`src/iops_pkg.sv`:
```
`default_nettype none
package iops_pkg;
    // Register byte offsets
    localparam logic [11:0] IOPS_CTRL_OFS = 12'h0000;
    localparam logic [11:0] IOPS_STATUS_OFS = 12'h0004;
    localparam logic [11:0] IOPS_CHAN_OFS = 12'h0008;
    // Control register fields and reset value
    localparam int IOPS_CTRL_EN_BIT = 0;
    localparam int IOPS_CTRL_ALT_CLR_BIT = 1;
    localparam logic [1:0] IOPS_CTRL_RST = 2'h1;
    // Status register field positions
    localparam int IOPS_ST_VALID_BIT = 0;
    localparam int IOPS_ST_UPPER_BIT = 1;
    localparam int IOPS_ST_ODD_BIT = 2;
    localparam int IOPS_ST_CHAN_LSB = 3;
    localparam int IOPS_ST_FUNC_LSB = 5;
    localparam int IOPS_ST_ALT_LSB = 7;
    localparam int IOPS_ST_PRES_LSB = 11;
    // Function flip-flop positions within a chassis
    localparam int IOPS_F_EI = 0;
    localparam int IOPS_F_EF = 1;
    localparam int IOPS_F_OD = 2;
    localparam int IOPS_F_ID = 3;
    // Chassis indices: two per drawer, odd chassis first
    localparam int IOPS_CH1 = 0;
    localparam int IOPS_CH2 = 1;
    localparam int IOPS_CH9 = 2;
    localparam int IOPS_CH10 = 3;
    // Function type codes {hi, lo}
    localparam logic [1:0] IOPS_TYPE_EI = 2'h0;
    localparam logic [1:0] IOPS_TYPE_EF = 2'h1;
    localparam logic [1:0] IOPS_TYPE_OD = 2'h2;
    localparam logic [1:0] IOPS_TYPE_ID = 2'h3;
    // Group decode positions
    localparam int IOPS_G_CH2 = 0;
    localparam int IOPS_G_CH1 = 1;
    localparam int IOPS_G_CH10 = 2;
    localparam int IOPS_G_CH9 = 3;
endpackage : iops_pkg
`default_nettype wire

```
`src/iops_select.sv`:
```
`default_nettype none
// How it works
// [RQ1] Per drawer, grant only the highest-numbered of eight channels with any request.
// [RQ2] Odd chassis first channel bit high for granted channel 5 or 7.
// [RQ3] Odd chassis second channel bit high for granted channel 3 or 7.
// [RQ4] Even chassis first channel bit high for granted channel 4 or 6.
// [RQ5] Even chassis second channel bit high for granted channel 2 or 6.
// [RQ6] Only granted channel enters; data in data scan, interrupts later if none.
// [RQ7] Type code: interrupt 00, function 01, output 10, input 11.
// [RQ8] Pending external interrupt beats every other type.
// [RQ9] Without interrupt, external function is chosen.
// [RQ10] Output data chosen when it alone remains pending.
// [RQ11] Without interrupt, input data chosen when it wins the out-in decision.
// [RQ12] Input wins if present and output was last; otherwise output first.
// [RQ13] Alternator sets on output-data or external-function acknowledge of chassis.
// [RQ14] Alternator clears on input-data acknowledge of same chassis.
// [RQ15] Each chassis drives a presence output beside its two type outputs.
// [RQ16] Group stage treats high presence as chassis holding a request.
// [RQ17] Group stage picks present chassis with higher channel numbers.
// [RQ18] Only chosen chassis channel and type reach the translators.
// [RQ19] Odd-group flop set at gate time when odd chassis chosen.
// [RQ20] Upper-group flop set at gate time when chassis 9 or 10 chosen.
// [RQ21] Presence flop set at same timing when any chassis holds a request.
// [RQ22] Four group decode outputs enabled only while presence flop is set; here they follow the flop one cycle late.
// [RQ23] Decode: 00 chassis 2, 01 chassis 1, 10 chassis 10, 11 chassis 9.
// [RQ24] Translator flops hold their selection until the sequence clears them.
module iops_select
    import iops_pkg::*;
(
    input wire logic clk_sys,
    input wire logic resetn,
    // APB slave
    input wire logic psel,
    input wire logic penable,
    input wire logic pwrite,
    input wire logic [11:0] paddr,
    input wire logic [31:0] pwdata,
    output logic [31:0] prdata,
    output logic pready,
    output logic pslverr,
    // Peripheral requests, drawer 0 (chassis 1/2) and drawer 1 (9/10)
    input wire logic [7:0] ei_req_d0,
    input wire logic [7:0] ef_req_d0,
    input wire logic [7:0] od_req_d0,
    input wire logic [7:0] id_req_d0,
    input wire logic [7:0] ei_req_d1,
    input wire logic [7:0] ef_req_d1,
    input wire logic [7:0] od_req_d1,
    input wire logic [7:0] id_req_d1,
    // Sequence timing, same clock
    input wire logic data_scan,
    input wire logic intr_scan,
    input wire logic req_gate,
    input wire logic xlat_clear,
    input wire logic [3:0] od_ef_ack,
    input wire logic [3:0] id_ack,
    // Per-chassis function stage outputs
    output logic [3:0] function_type_hi_out,
    output logic [3:0] function_type_lo_out,
    output logic [3:0] chassis_request_present,
    output logic [1:0] odd_chan_sel_bit1,
    output logic [1:0] odd_chan_sel_bit0,
    output logic [1:0] even_chan_sel_bit1,
    output logic [1:0] even_chan_sel_bit0,
    output logic any_request_present,
    // Translators
    output logic odd_group_ff,
    output logic upper_group_ff,
    output logic selection_valid_ff,
    output logic [3:0] group_decode,
    output logic [1:0] chan_xlat,
    output logic [1:0] func_xlat
);
    import iops_pkg::*;

    // Highest set bit as one-hot
    function automatic logic [7:0] grant8(input logic [7:0] r);
        logic [7:0] g;
        g = 8'h00;
        for (int i = 0; i < 8; i++)
        begin
            if (r[i])
            begin
                g = 8'h00;
                g[i] = 1'b1;
            end
        end
        return g;
    endfunction

    // Type select: returns {present, hi, lo}
    // Lone input data is taken; a set alternator hands input the turn
    function automatic logic [2:0] sel_type(input logic [3:0] f,
                                            input logic alt);
        logic take_in;
        logic [1:0] code;
        take_in = f[IOPS_F_ID] & (~f[IOPS_F_OD] | alt);
        if (f[IOPS_F_EI])
            code = IOPS_TYPE_EI;
        else if (f[IOPS_F_EF])
            code = IOPS_TYPE_EF;
        else if (take_in)
            code = IOPS_TYPE_ID;
        else
            code = IOPS_TYPE_OD;
        return {|f, code};
    endfunction

    // Input synchronisers, two stages each
    logic [7:0] req_s1_r [8];
    logic [7:0] req_s2_r [8];
    logic [7:0] req_raw [8];
    assign req_raw[0] = ei_req_d0;
    assign req_raw[1] = ef_req_d0;
    assign req_raw[2] = od_req_d0;
    assign req_raw[3] = id_req_d0;
    assign req_raw[4] = ei_req_d1;
    assign req_raw[5] = ef_req_d1;
    assign req_raw[6] = od_req_d1;
    assign req_raw[7] = id_req_d1;

    always_ff @(posedge clk_sys)
    begin
        for (int k = 0; k < 8; k++)
        begin
            req_s1_r[k] <= resetn ? req_raw[k] : 8'h00;
            req_s2_r[k] <= resetn ? req_s1_r[k] : 8'h00;
        end
    end

    // Control register
    logic [1:0] ctrl_r;
    logic capture_en;
    assign capture_en = ctrl_r[IOPS_CTRL_EN_BIT];

    // Channel and function flip-flops
    logic [7:0] chan_ff_r [2];
    logic [3:0] func_ff_r [4];
    logic [3:0] alt_ff_r;

    // Scan request sets and grants per drawer
    logic [7:0] data_any [2];
    logic [7:0] data_gnt [2];
    logic [7:0] ei_gnt [2];
    logic [1:0] drawer_busy;
    genvar d;
    generate
        for (d = 0; d < 2; d++)
        begin : g_drw
            assign data_any[d] = req_s2_r[4*d+1] | req_s2_r[4*d+2]
                                 | req_s2_r[4*d+3];
            assign data_gnt[d] = grant8(data_any[d]); // RQ1
            assign ei_gnt[d] = grant8(req_s2_r[4*d]); // RQ1
            assign drawer_busy[d] = |func_ff_r[2*d] | |func_ff_r[2*d+1];
        end
    endgenerate

    // Scan capture; interrupts only when the drawer found no data request
    always_ff @(posedge clk_sys)
    begin
        for (int j = 0; j < 2; j++)
        begin
            if (!resetn || xlat_clear)
            begin
                chan_ff_r[j] <= 8'h00;
                func_ff_r[2*j] <= 4'h0;
                func_ff_r[2*j+1] <= 4'h0;
            end
            else if (capture_en && data_scan && !selection_valid_ff)
            begin
                chan_ff_r[j] <= data_gnt[j]; // RQ6
                for (int c = 0; c < 2; c++)
                begin
                    func_ff_r[2*j+c] <= {
                        |(req_s2_r[4*j+3] & data_gnt[j] & par_mask(c)),
                        |(req_s2_r[4*j+2] & data_gnt[j] & par_mask(c)),
                        |(req_s2_r[4*j+1] & data_gnt[j] & par_mask(c)),
                        1'b0}; // RQ6
                end
            end
            else if (capture_en && intr_scan && !drawer_busy[j]
                     && !selection_valid_ff)
            begin
                chan_ff_r[j] <= ei_gnt[j]; // RQ6
                for (int c = 0; c < 2; c++)
                begin
                    func_ff_r[2*j+c] <= {3'h0,
                        |(req_s2_r[4*j] & ei_gnt[j] & par_mask(c))}; // RQ6
                end
            end
        end
    end

    // Odd chassis owns odd channel bits, even chassis the even ones
    function automatic logic [7:0] par_mask(input int c);
        return (c == 0) ? 8'hAA : 8'h55;
    endfunction

    // Per-chassis type selection and channel encoding
    logic [2:0] typ [4];
    logic [1:0] chenc [4];
    generate
        for (d = 0; d < 4; d++)
        begin : g_chs
            assign typ[d] = sel_type(func_ff_r[d], alt_ff_r[d]); // RQ7 RQ8 RQ9 RQ10 RQ11 RQ12
        end
        for (d = 0; d < 2; d++)
        begin : g_enc
            assign chenc[2*d][1] = chan_ff_r[d][5] | chan_ff_r[d][7]; // RQ2
            assign chenc[2*d][0] = chan_ff_r[d][3] | chan_ff_r[d][7]; // RQ3
            assign chenc[2*d+1][1] = chan_ff_r[d][4] | chan_ff_r[d][6]; // RQ4
            assign chenc[2*d+1][0] = chan_ff_r[d][2] | chan_ff_r[d][6]; // RQ5
        end
    endgenerate

    // Alternators; set wins if both acknowledges coincide
    // The control clear bit overrides both acknowledges
    always_ff @(posedge clk_sys)
    begin
        if (!resetn || ctrl_r[IOPS_CTRL_ALT_CLR_BIT])
            alt_ff_r <= 4'h0;
        else
            alt_ff_r <= od_ef_ack | (alt_ff_r & ~id_ack); // RQ13 RQ14
    end

    // Group priority: 9 over 10 over 1 over 2
    logic [3:0] pres;
    logic any_pres;
    logic grp_upper;
    logic grp_odd;
    logic [1:0] sel_idx;
    assign pres = {typ[3][2], typ[2][2], typ[1][2], typ[0][2]}; // RQ16
    assign any_pres = |pres;
    assign grp_upper = pres[IOPS_CH9] | pres[IOPS_CH10]; // RQ17
    assign grp_odd = pres[IOPS_CH9]
                     | (pres[IOPS_CH1] & ~pres[IOPS_CH10]); // RQ17
    assign sel_idx = {grp_upper, ~grp_odd};

    // Chosen chassis feeds the translators, others are blocked
    logic [1:0] sel_chan;
    logic [1:0] sel_func;
    assign sel_chan = chenc[sel_idx]; // RQ18
    assign sel_func = typ[sel_idx][1:0]; // RQ18

    // Translator flops, captured once and held until cleared
    // Scans are refused meanwhile, so the decode cannot drift
    logic xlat_load;
    assign xlat_load = req_gate & any_pres & ~selection_valid_ff;

    always_ff @(posedge clk_sys)
    begin
        if (!resetn || xlat_clear)
        begin
            odd_group_ff <= 1'b0;
            upper_group_ff <= 1'b0;
            selection_valid_ff <= 1'b0;
            chan_xlat <= 2'h0;
            func_xlat <= 2'h0;
        end
        else if (xlat_load) // RQ24
        begin
            odd_group_ff <= grp_odd; // RQ19
            upper_group_ff <= grp_upper; // RQ20
            selection_valid_ff <= 1'b1; // RQ21
            chan_xlat <= sel_chan; // RQ18
            func_xlat <= sel_func; // RQ18
        end
    end

    // Group decode follows the held flops one cycle later
    logic [3:0] gdec_nxt;
    always_comb
    begin
        gdec_nxt = 4'h0;
        if (selection_valid_ff) // RQ22
            gdec_nxt[{upper_group_ff, odd_group_ff}] = 1'b1; // RQ23
    end

    // Registered copies of the function stage outputs
    always_ff @(posedge clk_sys)
    begin
        if (!resetn)
        begin
            group_decode <= 4'h0;
            function_type_hi_out <= 4'h0;
            function_type_lo_out <= 4'h0;
            chassis_request_present <= 4'h0;
            any_request_present <= 1'b0;
            odd_chan_sel_bit1 <= 2'h0;
            odd_chan_sel_bit0 <= 2'h0;
            even_chan_sel_bit1 <= 2'h0;
            even_chan_sel_bit0 <= 2'h0;
        end
        else
        begin
            group_decode <= gdec_nxt;
            for (int c = 0; c < 4; c++)
            begin
                function_type_hi_out[c] <= typ[c][1]; // RQ7
                function_type_lo_out[c] <= typ[c][0]; // RQ7
            end
            chassis_request_present <= pres; // RQ15
            any_request_present <= any_pres;
            odd_chan_sel_bit1 <= {chenc[IOPS_CH9][1], chenc[IOPS_CH1][1]};
            odd_chan_sel_bit0 <= {chenc[IOPS_CH9][0], chenc[IOPS_CH1][0]};
            even_chan_sel_bit1 <= {chenc[IOPS_CH10][1], chenc[IOPS_CH2][1]};
            even_chan_sel_bit0 <= {chenc[IOPS_CH10][0], chenc[IOPS_CH2][0]};
        end
    end

    // APB decode; one wait state keeps pready and prdata registered
    logic acc_phase;
    logic hit_ctrl;
    logic hit_status;
    logic hit_chan;
    logic hit_any;
    logic [31:0] rd_mux;
    assign acc_phase = psel & penable & ~pready;
    // Unmapped offsets answer with pslverr and drop writes
    assign hit_ctrl = (paddr == IOPS_CTRL_OFS);
    assign hit_status = (paddr == IOPS_STATUS_OFS);
    assign hit_chan = (paddr == IOPS_CHAN_OFS);
    assign hit_any = hit_ctrl | hit_status | hit_chan;

    always_comb
    begin
        rd_mux = 32'h0000_0000;
        if (hit_ctrl)
            rd_mux[1:0] = ctrl_r;
        else if (hit_status)
        begin
            rd_mux[IOPS_ST_VALID_BIT] = selection_valid_ff;
            rd_mux[IOPS_ST_UPPER_BIT] = upper_group_ff;
            rd_mux[IOPS_ST_ODD_BIT] = odd_group_ff;
            rd_mux[IOPS_ST_CHAN_LSB +: 2] = chan_xlat;
            rd_mux[IOPS_ST_FUNC_LSB +: 2] = func_xlat;
            rd_mux[IOPS_ST_ALT_LSB +: 4] = alt_ff_r;
            rd_mux[IOPS_ST_PRES_LSB +: 4] = pres;
        end
        else if (hit_chan)
            rd_mux[15:0] = {chan_ff_r[1], chan_ff_r[0]};
    end

    // Bus response flops
    always_ff @(posedge clk_sys)
    begin
        if (!resetn)
        begin
            pready <= 1'b0;
            pslverr <= 1'b0;
            prdata <= 32'h0000_0000;
        end
        else
        begin
            pready <= acc_phase;
            pslverr <= acc_phase & ~hit_any; // Unmapped address
            if (acc_phase && !pwrite)
                prdata <= rd_mux;
        end
    end

    // Writes land at the completing edge only
    always_ff @(posedge clk_sys)
    begin
        if (!resetn)
            ctrl_r <= IOPS_CTRL_RST;
        else if (psel && penable && pready && pwrite && hit_ctrl)
            ctrl_r <= pwdata[1:0];
    end

endmodule : iops_select
`default_nettype wire

```
`config.mk`:
```
export PLATFORM = sky130hd
export DESIGN_NAME = iops_select
export DESIGN_NICKNAME = d
export VERILOG_FILES = /design/src/iops_pkg.sv /design/src/iops_select.sv
export SDC_FILE = /design/constraint.sdc
export NUM_CORES = 1
export LEC_CHECK = 0
export BUFFER_PORTS_ARGS = -buffer_cell sky130_fd_sc_hd__buf_2
export CAP_MARGIN = 10
export CORE_AREA = 2 2 163 165
export CTS_CLUSTER_DIAMETER = 150
export DETAILED_ROUTE_END_ITERATION = 12
export DIE_AREA = 0 0 165 167
export HOLD_SLACK_MARGIN = 0.03
export SETUP_SLACK_MARGIN = 0.4
export SLEW_MARGIN = 20
export SYNTH_ARGS = -nofsm -noshare
export SYNTH_HDL_FRONTEND = slang
export SYNTH_SLANG_ARGS = --single-unit
```
`constraint.sdc`:
```
create_clock -name clk_sys -period 2.15 [get_ports clk_sys]
set_input_delay 0 -clock clk_sys [delete_from_list [all_inputs] [get_ports clk_sys]]
set_output_delay 0 -clock clk_sys [all_outputs]
set_load 0.03 [all_outputs]
```
==> summary.txt, run 1 <==
Outcome
  • Status: complete, no violations

Timing
  • Final hold vios: 0
  • Relative slew slack: 0.5618
  • FMAX: approximately 470 MHz
  • Worst Skew: between 0.008 and 0.009 ns
  • RSZ-0062 raised after global routing: yes
  • Pins Over Slew Limit: 0
  • Hold Slack: between 0.09 and 0.1 ns
  • Worst Tran Pin Value: 0.6554 ns
  • Tmin final: roughly 2.1 ns
  • Final setup fails: 0
  • Period utilization: 0.9880

Critical path
  • Reg-to-reg startpoint: func_ff_r[3][0]$_SDFFCE_PP0P_
  • WP data arrival: 2.46 ns
  • Critical path, cell by cell: or4_4 -> or4_4 -> and4bb_1 -> nand4_1 -> o31ai_1
  • Worst path max stage delay: approximately 0.55 ns
  • Critical path type: flip-flop to flip-flop
  • Worst reg2reg endpoint: func_ff_r[3][0]$_SDFFCE_PP0P_
  • Worst-path fanout max: 4
  • CP Capture Type: flip-flop
  • Crit path required time: ~2.5 ns
  • CP max stage cell: or4_4
  • R2R setup slack: 0.03 ns
  • Reg2Reg Depth: 5
  • CP bufs+invs: 0
  • Worst path top cell family by delay: simple AND/OR/NAND/NOR gates
  • CP most frequent cell: or4_4
  • CP Launch Type: flip-flop
  • Crit path launch: func_ff_r[3][0]$_SDFFCE_PP0P_

Power and ir drop
  • PwrDens: 874.3 mW/mm2
  • Total power: about 9.7 mW
  • Max rail drop VDD: 429.4 uV
  • Pleak: between 4 and 5 nW

Finish
  • Fill cells: between 2000 and 2500
  • Area grow syn2layout: 46.08%
  • NumNets Final: 1130
  • Multi-input logic area: slightly above 0.003 mm2
  • Most common cell after layout, fill and taps aside: dfxtp_1
  • Fin util: 0.4322
  • Register area: 0.004652 mm2
  • Layout cells sized above 1: 0.2906
  • Non-Filler Instances: around 1400
  • Most frequent cells in the layout: 178 x dfxtp_1, 143 x buf_2, 141 x and2_1

Floorplanning
  • Die W: 165 um
  • Core footprint: approximately 0.026 mm2
  • Die Area: between 0.02 and 0.03 mm2
  • Number of cell rows: 59
  • Vert. Die Dim: 167 um
  • Top Ports: 191
  • Initial Util: 0.2959

Routing
  • Avg WL per Cell: ~14 um
  • Vias post-DR: between 6000 and 7000
  • Drt drc: 0
  • Vias per cell: approximately 4.4
  • Iteration-0 DRC Markers: about 300
  • Initial DRT Pass Iterations: 5
  • Final wirelength: 19430 um
  • Post-route ant nets: 0

Logic synthesis
  • Post-synth top area cell: dfxtp_1
  • Warnings from Yosys: 0
  • Sequential area share after synthesis: 0.6093
  • Top post-synthesis cells by area: dfxtp_1 48%, edfxtp_1 13%, and2_1 12%
  • Yosys reg bits: between 200 and 250
  • EDFF count, synth: 32
  • Yosys cell types: 53
  • Syn Std Cell Area: 0.007622 mm2
  • Yosys top cell area share: 0.4833
  • Ys flop type: dfxtp_1
  • Avg Inst Size Synth: 10.56 um2
  • Synth async-reset ratio: 0
  • Mapped Cells: between 700 and 800

CTS
  • Maximum buffer depth of the clock tree: 3
  • Root buf cell: clkbuf_16
  • Number of H-tree levels: 1
  • CTS tree: done
  • Clock slew at reported path FFs: ~0.060 ns
  • CTS Sinks: ~220
  • Clk Latency, worst-skew pair: around 0.5 ns
  • Total CTS buffers: 24

Placement
  • IO Port Bufs: roughly 140
  • Gpl congestion: about 0.83
  • DP HPWL: between 10000 and 15000 um
  • # placed instances: between 1000 and 1500

Hold path
  • HP Start: data_scan
  • Worst hold path type: input pin to flip-flop
  • Hold Path End: chan_ff_r[1][0]$_SDFFCE_PN0P_
  • Hold depth: 4

GRT
  • GRT overflow: 0
  • Total track usage: 0.1374
  • Initial antenna violation count: 1
  • Largest net degree at the start of global routing: 96
  • First-pass GRT wire length: between 20000 and 30000 um
  • Vias in the first global route: between 5000 and 6000

Job
  • Max-cap check violation count: 0
## cells in the mapped netlist (8+ instances only)
| library cell | instances |
|---|---|
| buf_4 | 16 |
| a22oi_1 | 13 |
| nand2_1 | 42 |
| o31ai_1 | 10 |
| dfxtp_1 | 184 |
| clkbuf_1 | 25 |
| edfxtp_1 | 32 |
| inv_1 | 17 |
| nor2_1 | 48 |
| nor3_1 | 18 |
| nor2b_1 | 12 |
| a21oi_1 | 20 |
| nand2b_1 | 13 |
| and2_1 | 141 |
| a221oi_1 | 8 |
| o21ai_0 | 21 |
## cell families (layout without fill, tap and decap cells)
group | Yosys count | count (layout) | synth area share
and+or+nand+nor | 318 | 320 | 0.2398
DFF | 216 | 216 | 0.6093
AOI/OAI and AO/OA | 122 | 122 | 0.1072
buffers and inverters | 63 | 346 | 0.04055
muxes | 2 | 2 | 0.002627
other | 1 | 17 | 0.0004920
## worst min-delay path, stage by stage
cell	delay [ns]
buf_2	0.10
a21oi_1	0.06
buf_4	0.21
nand2_8	0.10
## power breakdown
group / leakage (nW) / internal, mW / total (mW) / switching, mW
Combinational: 2.41 / 0.498 / 1.04 / 0.541
Clock: 0.422 / 2.76 / 4.29 / 1.54
Sequential: 1.89 / 4.29 / 4.40 / 0.110
Total: 4.72 / 7.55 / 9.73 / 2.19
## sequential cells by signal, summed over array words and instances, names as in the netlist, 2 cells and up
signal / count
chan_ff_r: 16
even_chan_sel_bit1: 2
function_type_hi_out: 4
ctrl_r: 2
func_ff_r: 16
odd_chan_sel_bit0: 2
even_chan_sel_bit0: 2
function_type_lo_out: 4
req_s2_r: 64
chan_xlat: 2
odd_chan_sel_bit1: 2
prdata: 16
chassis_request_present: 4
alt_ff_r: 4
func_xlat: 2
group_decode: 4
req_s1_r: 64
## through the flow
step	setup WS [ns]	cell area, um2	TNS [ns]
finish	0.02571	11130	0
global route	-0.07672	11130	-0.2913
CTS	0.009664	10960	0
detailed placement	-0.1362	8931	-0.3809
global placement	-0.04771	8931	-0.04771
floorplan	-0.04586	7762	-0.1635
## what timing repair did
item / in CTS / in global routing
setup buffers: 14 / 7
resized for setup: 51 / 27
endpoints found under the setup margin: 65 / 75
pin swaps: 22 / 14
endpoints found under the hold margin: 80 / 0
gates cloned: 2 / 0
hold buffers: 83 / 0
## how the worst max path moves through the flow
stage	cells past startpoint	end
floorplan	6	func_ff_r[3][0]$_SDFFCE_PP0P_
global placement	4	chan_ff_r[1][4]$_SDFFCE_PN0P_
detailed placement	4	chan_ff_r[1][4]$_SDFFCE_PN0P_
CTS	5	func_ff_r[3][0]$_SDFFCE_PP0P_
global route	5	func_ff_r[3][0]$_SDFFCE_PP0P_
finish	5	func_ff_r[3][0]$_SDFFCE_PP0P_
## final cells by class
class | count | share of cell area
multi-input combinational | 460 | 0.2777
inverter | 17 | 0.005731
clock inverter | 4 | 0.008540
tap | 335 | 0.03764
sequential | 216 | 0.4178
antenna | 1 | 0.0002247
clock buffer | 39 | 0.06821
timing repair buffer | 286 | 0.1842
## layer usage
metal | routed length [um] | part of all wire | track usage
met5 | 0 | 0 | 0
met4 | 533 | 0.027 | 0.04499
met3 | 1142 | 0.059 | 0.02565
met2 | 8774 | 0.45 | 0.2210
met1 | 8983 | 0.46 | 0.1855
Power figures use the tool's default switching activity.
==> inputs of run 2 (changes only) <==
REMOVE_ABC_BUFFERS = 1   (was not set)
==> run 2 against run 1 <==
  * Flip-flop and latch count unchanged
  * Count of clock-buffer cells in the layout down 11
  * Critical path type unchanged
  * Sequential power about the same
  * Die area unchanged
  * Via count down 0.81%
  * Non-clock buffer count up 5
  * First-iteration DRC count down 11%
  * Global-route usage down 0.15 points
  * Power down 3.6%
  * Critical path depth unchanged
  * The flow now finishes with violations (negative setup slack)
  * Combinational power about the same
  * Final cell count about the same
==> summary.txt, run 2 (synthesis results as in run 1) <==
Outcome
  • Failing checks: negative setup slack
  • Status: finished, violations left

Routing
  • Final wirelength: 19160 um (-1.4%)
  • Post-route ant nets: 0 (unchanged)
  • Iteration-0 DRC Markers: 274 (-11%)
  • Drt drc: 0 (unchanged)
  • Avg WL per Cell: 14.10 um (-1.5%)
  • Vias per cell: 4.403 (-0.89%)
  • Vias post-DR: 5983 (-0.81%)
  • Initial DRT Pass Iterations: 5 (unchanged)

CTS
  • CTS tree: done
  • Root buf cell: clkbuf_16
  • Total CTS buffers: 24 (unchanged)
  • CTS Sinks: 216 (unchanged)
  • Number of H-tree levels: 1 (unchanged)
  • Clock slew at reported path FFs: 0.06 ns (about the same)
  • Clk Latency, worst-skew pair: 0.51 ns (about the same)
  • Maximum buffer depth of the clock tree: 3 (unchanged)

Power and ir drop
  • Sw Share: 0.2411 (+0.01615)
  • Clock power frac: 0.419 (-0.022)
  • Max rail drop VDD: 536.9 uV (+25%)
  • Pleak: 4.723 nW (about the same)
  • Comb pwr share: 0.112 (+0.005)
  • PwrDens: 846.4 mW/mm2 (-3.2%)
  • Sequential Power Share: 0.469 (+0.017)
  • Power Internal: 7.119 mW (-5.6%)
  • Switching Power: 2.261 mW (+3.3%)

Critical path
  • CP Capture Type: flip-flop
  • CP Launch Type: flip-flop
  • Critical path type: flip-flop to flip-flop
  • WP data arrival: 2.52 ns (+0.06 ns)
  • Crit path required time: 2.48 ns (about the same)
  • Worst-path fanout max: 4 (unchanged)

Timing
  • Worst Tran Pin Value: 0.7570 ns (+0.1016 ns)
  • Final worst-path setup slack: -0.04089 ns (-0.06661 ns)
  • Post-route setup TNS: -0.1110 ns (-0.1110 ns)
  • FMAX: 456.4 MHz (-3.0%)
  • Final hold vios: 0 (unchanged)
  • Tmin final: 2.191 ns (+0.06661 ns)
  • Final setup fails: 11 (+11)
  • Pins Over Slew Limit: 0 (unchanged)
  • Worst Skew: 0.02106 ns (+0.01224 ns)
  • Relative slew slack: 0.4953 (-0.06652)
  • Period utilization: 1.019 (+0.03098)
  • RSZ-0062 raised after global routing: yes

Finish
  • Area grow syn2layout: 45.40%
  • Layout cells sized above 1: 0.2979 (+0.007245)
  • NumNets Final: 1133 (+0.27%)
  • Most common cell after layout, fill and taps aside: dfxtp_1
  • Fin util: 0.4302 (-0.001991)
  • Biggest regs: req_s1_r: 64 flops, req_s2_r: 64 flops
  • Most frequent cells in the layout: 180 x dfxtp_1, 143 x buf_2, 141 x and2_1
  • Antenna Cells: 0 (-1)

GRT
  • Vias in the first global route: 5823 (+0.69%)
  • Largest net degree at the start of global routing: 113 (+18%)
  • GRT overflow: 0 (unchanged)
  • First-pass GRT wire length: 29920 um (-0.23%)
  • Total track usage: 0.1359 (-0.001543)
  • Initial antenna violation count: 0 (-1)

Floorplanning
  • Vert. Die Dim: 167 um (unchanged)
  • Die Area: 0.02756 mm2 (unchanged)
  • Top Ports: 191 (unchanged)
  • Die W: 165 um (unchanged)
  • Number of cell rows: 59 (unchanged)
  • Initial Util: 0.2959 (unchanged)
  • Core footprint: 0.02576 mm2 (unchanged)

Job
  • Max-cap check violation count: 0 (unchanged)

Placement
  • IO Port Bufs: 144 (unchanged)
  • Dpl ws: -0.1451 ns (-0.008879 ns)
  • DP HPWL: 13290 um (-2.9%)
  • Gpl congestion: 0.8294 (-0.65%)

Hold path
  • Worst hold path type: input pin to flip-flop
==> run 2: changes by cell type in the layout (fill, tap and decap cells not counted), sizes merged, moves of 2 or more <==
cell / previous run / this run
clkbuf: 39 / 28
clkinv: 1 / 8
buf: 203 / 208
inv: 17 / 20
bufinv: 3 / 1
clkinvlp: 0 / 2
nand2: 44 / 42
==> run 2: repair_timing <==
action | in CTS | in global routing
resized for setup | 43 | 46
endpoints found under the setup margin | 65 | 135
cloned | 1 | 0
hold buffers | 83 | 0
buffers inserted | 13 | 9
pin swaps | 16 | 21
endpoints found under the hold margin | 82 | 0
==> run 2: metrics by stage <==
stage	power, mW	cell area [um2]	cells	hold WS, ns
finish	9.381	11080	1359	0.06801
CTS	9.413	10820	1350	0.05777
global route	9.782	11080	1359	0.09971
global placement	5.261	8909	1211	0.2082
detailed placement	5.269	8909	1211	0.2081
floorplan	4.885	7433	691	0.06194
==> run 2: area by class of cell <==
type | count | area, um2
repair buffers | 291 | 2140
clock buffers | 28 | 656.9
flip-flops and latches | 216 | 4649
inverters | 17 | 63.81
fillers | 2489 | 14680
multi-input cells | 458 | 3037
well taps | 335 | 419.2
clock inverters | 14 | 117.6
==> run 2: path summary, 6_finish.rpt <==
path,startpoint,endpoint,slack [ns],depth (start not counted)
setup reg to reg,func_ff_r[0][0]$_SDFFCE_PN0P_,chan_ff_r[0][1]$_DFFE_PP_,-0.04,5
setup / recovery,func_ff_r[0][0]$_SDFFCE_PN0P_,chan_ff_r[0][1]$_DFFE_PP_,-0.04,5
hold reg to reg,req_s1_r[0][8]$_SDFF_PN0_,req_s2_r[0][8]$_SDFF_PN0_,0.43,1
hold / removal,penable,pready$_SDFF_PN0_,0.07,4
==> run 2: metal layers <==
layer | GRT usage | share of wire | up-vias
met4 | 0.04423 | 0.023 | 0
met3 | 0.02690 | 0.068 | 32
met5 | 0 | 0 | -
met1 | 0.1873 | 0.46 | 2738
met2 | 0.2130 | 0.45 | 194
li1 | - | - | 3019
==> run 2: power groups by stage <==
| stage | registers (mW) | logic [mW] | clock network [mW] |
|---|---|---|---|
| floorplan | 4.53 | 0.355 | 0 |
| global placement | 4.48 | 0.786 | 0 |
| detailed placement | 4.48 | 0.790 | 0 |
| CTS | 4.40 | 0.979 | 4.04 |
| global route | 4.42 | 1.15 | 4.22 |
| finish | 4.40 | 1.05 | 3.93 |
==> run 2: worst max-delay path: stages (launching register included) <==
cell,delay [ns]
edfxtp_1,0.40
or4_4,0.56
or4_4,0.57
nor4_4,0.21
nand3b_1,0.17
o31ai_2,0.11
==> inputs of run 3 (changes only) <==
CORE_AREA = 2 2 131 133   (was 2 2 163 165)
DIE_AREA = 0 0 133 135   (was 0 0 165 167)
PLACE_DENSITY = 0.74   (was not set)
==> run 3 against run 2 <==
  * The run still ends with negative setup slack left
  * Sequential share of layout area is 1.5 points higher
  * Wire length is 8.0% lower
  * Largest power group unchanged
  * Flip-flop and latch count stayed put
  * Via count rose by 1.5%
  * Combinational power shrank 4%
  * Final cell count is 8.8% lower
  * Power down 4.7%
  * Clock power down 10%
  * Sequential power hardly changed
  * Die area down 35%
  * Setup slack gained 0.040 ns
  * Clock skew down 0.0031 ns
==> summary.txt, run 3 (synthesis results as in run 1) <==
GRT
  • Largest net degree at the start of global routing: 123 (+8.8%)
  • Total track usage: 0.1900 (+0.05409)
  • Initial antenna violation count: 0 (unchanged)
  • First-pass GRT wire length: 27660 um (-7.6%)
  • Vias in the first global route: 5791 (-0.55%)
  • GRT overflow: 0 (unchanged)

Timing
  • Final hold vios: 0 (unchanged)
  • Final setup fails: 1 (-10)
  • Final worst-path setup slack: -0.0004465 ns (+0.04045 ns)
  • Period utilization: 1.000 (-0.01881)
  • Tmin final: 2.150 ns (-0.04045 ns)
  • Worst Tran Pin Value: 0.8450 ns (+0.08797 ns)
  • Pins Over Slew Limit: 0 (unchanged)
  • Relative slew slack: 0.4367 (-0.05865)
  • RSZ-0062 raised after global routing: yes
  • Worst Skew: 0.01797 ns (-0.003092 ns)
  • FMAX: 465.0 MHz (+1.9%)
  • Hold Slack: 0.07335 ns (+0.005343 ns)

Placement
  • IO Port Bufs: 144 (unchanged)
  • DP HPWL: 11620 um (-13%)
  • Gpl congestion: 0.8846 (+6.7%)

Critical path
  • CP most frequent cell: or4_4
  • Critical path, cell by cell: or4_4 -> or4_4 -> and4bb_1 -> nand4_1 -> o31ai_1
  • CP max stage cell: or4_4
  • WP data arrival: 2.47 ns (-0.05 ns)
  • Worst path max stage delay: 0.55 ns (-0.02 ns)
  • CP Launch Type: flip-flop
  • Worst path top cell family by delay: simple AND/OR/NAND/NOR gates
  • Reg-to-reg startpoint: func_ff_r[2][2]$_SDFFCE_PP0P_
  • CP bufs+invs: 0 (unchanged)
  • Critical path type: flip-flop to flip-flop
  • Worst-path fanout max: 3 (-1)
  • Reg2Reg Depth: 5 (unchanged)
  • R2R setup slack: -0.0004 ns (+0.04 ns)
  • CP Capture Type: flip-flop
  • Crit path required time: 2.47 ns (about the same)
  • Worst reg2reg endpoint: func_ff_r[3][0]$_SDFFCE_PP0P_

Outcome
  • Status: finished, violations left
  • Failing checks: negative setup slack

Finish
  • Area grow syn2layout: 40.61%
  • Most frequent cells in the layout: 178 x dfxtp_1, 143 x buf_2, 141 x and2_1
  • Biggest regs: req_s1_r: 64 flops, req_s2_r: 64 flops
  • Layout cells sized above 1: 0.2826 (-0.01522)
  • NumNets Final: 1130 (-0.26%)
  • Most common cell after layout, fill and taps aside: dfxtp_1
  • Antenna Cells: 0 (unchanged)

Routing
  • Vias post-DR: 6071 (+1.5%)
  • Drt drc: 0 (unchanged)
  • Initial DRT Pass Iterations: 4 (-1)
  • Post-route ant nets: 0 (unchanged)
  • Vias per cell: 4.900 (+11%)
  • Final wirelength: 17620 um (-8.0%)
  • Avg WL per Cell: 14.22 um (+0.90%)
  • Iteration-0 DRC Markers: 330 (+20%)

CTS
  • Maximum buffer depth of the clock tree: 3 (unchanged)
  • Number of H-tree levels: 1 (unchanged)
  • Root buf cell: clkbuf_16
  • Clock slew at reported path FFs: 0.06 ns (about the same)
  • CTS tree: done
  • Clk Latency, worst-skew pair: 0.50 ns (about the same)
  • CTS Sinks: 216 (unchanged)
  • Total CTS buffers: 22 (-8.3%)

Hold path
  • Worst hold path type: input pin to flip-flop
  • HP Start: psel
  • Hold depth: 5 (+1)
  • Hold Path End: prdata[15]$_SDFFE_PN0P_

Power and ir drop
  • PwrDens: 834.0 mW/mm2 (-1.5%)
  • Pleak: 4.628 nW (-2.0%)
  • Max rail drop VDD: 542.3 uV (+1.0%)
  • Total power: 8.939 mW (-4.7%)

Floorplanning
  • Core footprint: 0.01641 mm2 (-36%)
  • Top Ports: 191 (unchanged)
  • Initial Util: 0.4646 (+0.1687)
  • Number of cell rows: 47 (-20%)
  • Die Area: 0.01796 mm2 (-35%)
  • Vert. Die Dim: 135 um (-19%)
  • Die W: 133 um (-19%)

Job
  • Max-cap check violation count: 0 (unchanged)
## run 3: changes by cell type in the layout (fill, tap and decap cells not counted), sizes merged
cell	before	now
buf	208	207
bufinv	1	0
clkbuf	28	35
clkinv	8	2
clkinvlp	2	0
dlymetal6s4s	1	0
inv	20	18
nor2	48	49
## run 3: worst register-to-register path, stage by stage (launching register included)
cell and delay (ns):
edfxtp_1 0.39, or4_4 0.55, or4_4 0.51, and4bb_1 0.32
nand4_1 0.14, o31ai_1 0.08
## run 3: what timing repair did
item	CTS	global route
setup buffers	7	11
endpoints found under the setup margin	65	67
hold endpoints to repair	80	0
hold buffers	82	0
gates resized for setup	37	35
cloned	2	1
pin swaps	9	14
## run 3: how the worst max path moves through the flow
stage          slack (ns)  depth (start not counted)                           from                             to
4_1_cts              0.01                          5  func_ff_r[2][2]$_SDFFCE_PP0P_  chan_ff_r[1][1]$_SDFFCE_PN0P_
6_report          -0.0004                          5  func_ff_r[2][2]$_SDFFCE_PP0P_  func_ff_r[3][0]$_SDFFCE_PP0P_
3_5_place_dp        -0.19                          6  func_ff_r[1][1]$_SDFFCE_PP0P_      func_xlat[0]$_SDFFE_PP0P_
5_1_grt             -0.11                          5  func_ff_r[2][2]$_SDFFCE_PP0P_  chan_ff_r[1][1]$_SDFFCE_PN0P_
2_1_floorplan       -0.25                          3  func_ff_r[0][1]$_SDFFCE_PP0P_      chan_ff_r[0][0]$_DFFE_PP_
3_3_place_gp       -0.001                          5  func_ff_r[1][1]$_SDFFCE_PP0P_      chan_ff_r[0][1]$_DFFE_PP_
## run 3: final cells by class
type                       instances  area [um2]
clock buffer                      35       670.6
tap                              220       275.3
sequential                       216        4652
clock inverter                     3       18.77
timing repair buffer             289        2063
multi-input combinational        459        2974
fill                            1281        5689
inverter                          17       63.81
## run 3: metal layers
layer / wire (um) / part of all wire / global-route usage
met5: 0 / 0 / 0
met4: 497 / 0.028 / 0.07228
met3: 930 / 0.053 / 0.03191
met2: 8556 / 0.49 / 0.3299
met1: 7639 / 0.43 / 0.2382
## run 3: report_power, final
part	internal (mW)	switching (mW)
clock network	2.13	1.40
registers	4.29	0.105
logic	0.484	0.523
## run 3: through the flow
stage          instances    TNS [ns]  utilization  cell area, um2  setup slack (ns)
2_1_floorplan        691      -5.391            -            7433           -0.2473
3_3_place_gp        1098  -0.0009965       0.5336            8755        -0.0009965
3_5_place_dp        1098      -1.227       0.5336            8755           -0.1942
4_1_cts             1227           0       0.6386           10480           0.01266
5_1_grt             1239     -0.5458       0.6532           10720           -0.1060
6_report            1239  -0.0004465       0.6532           10720        -0.0004465
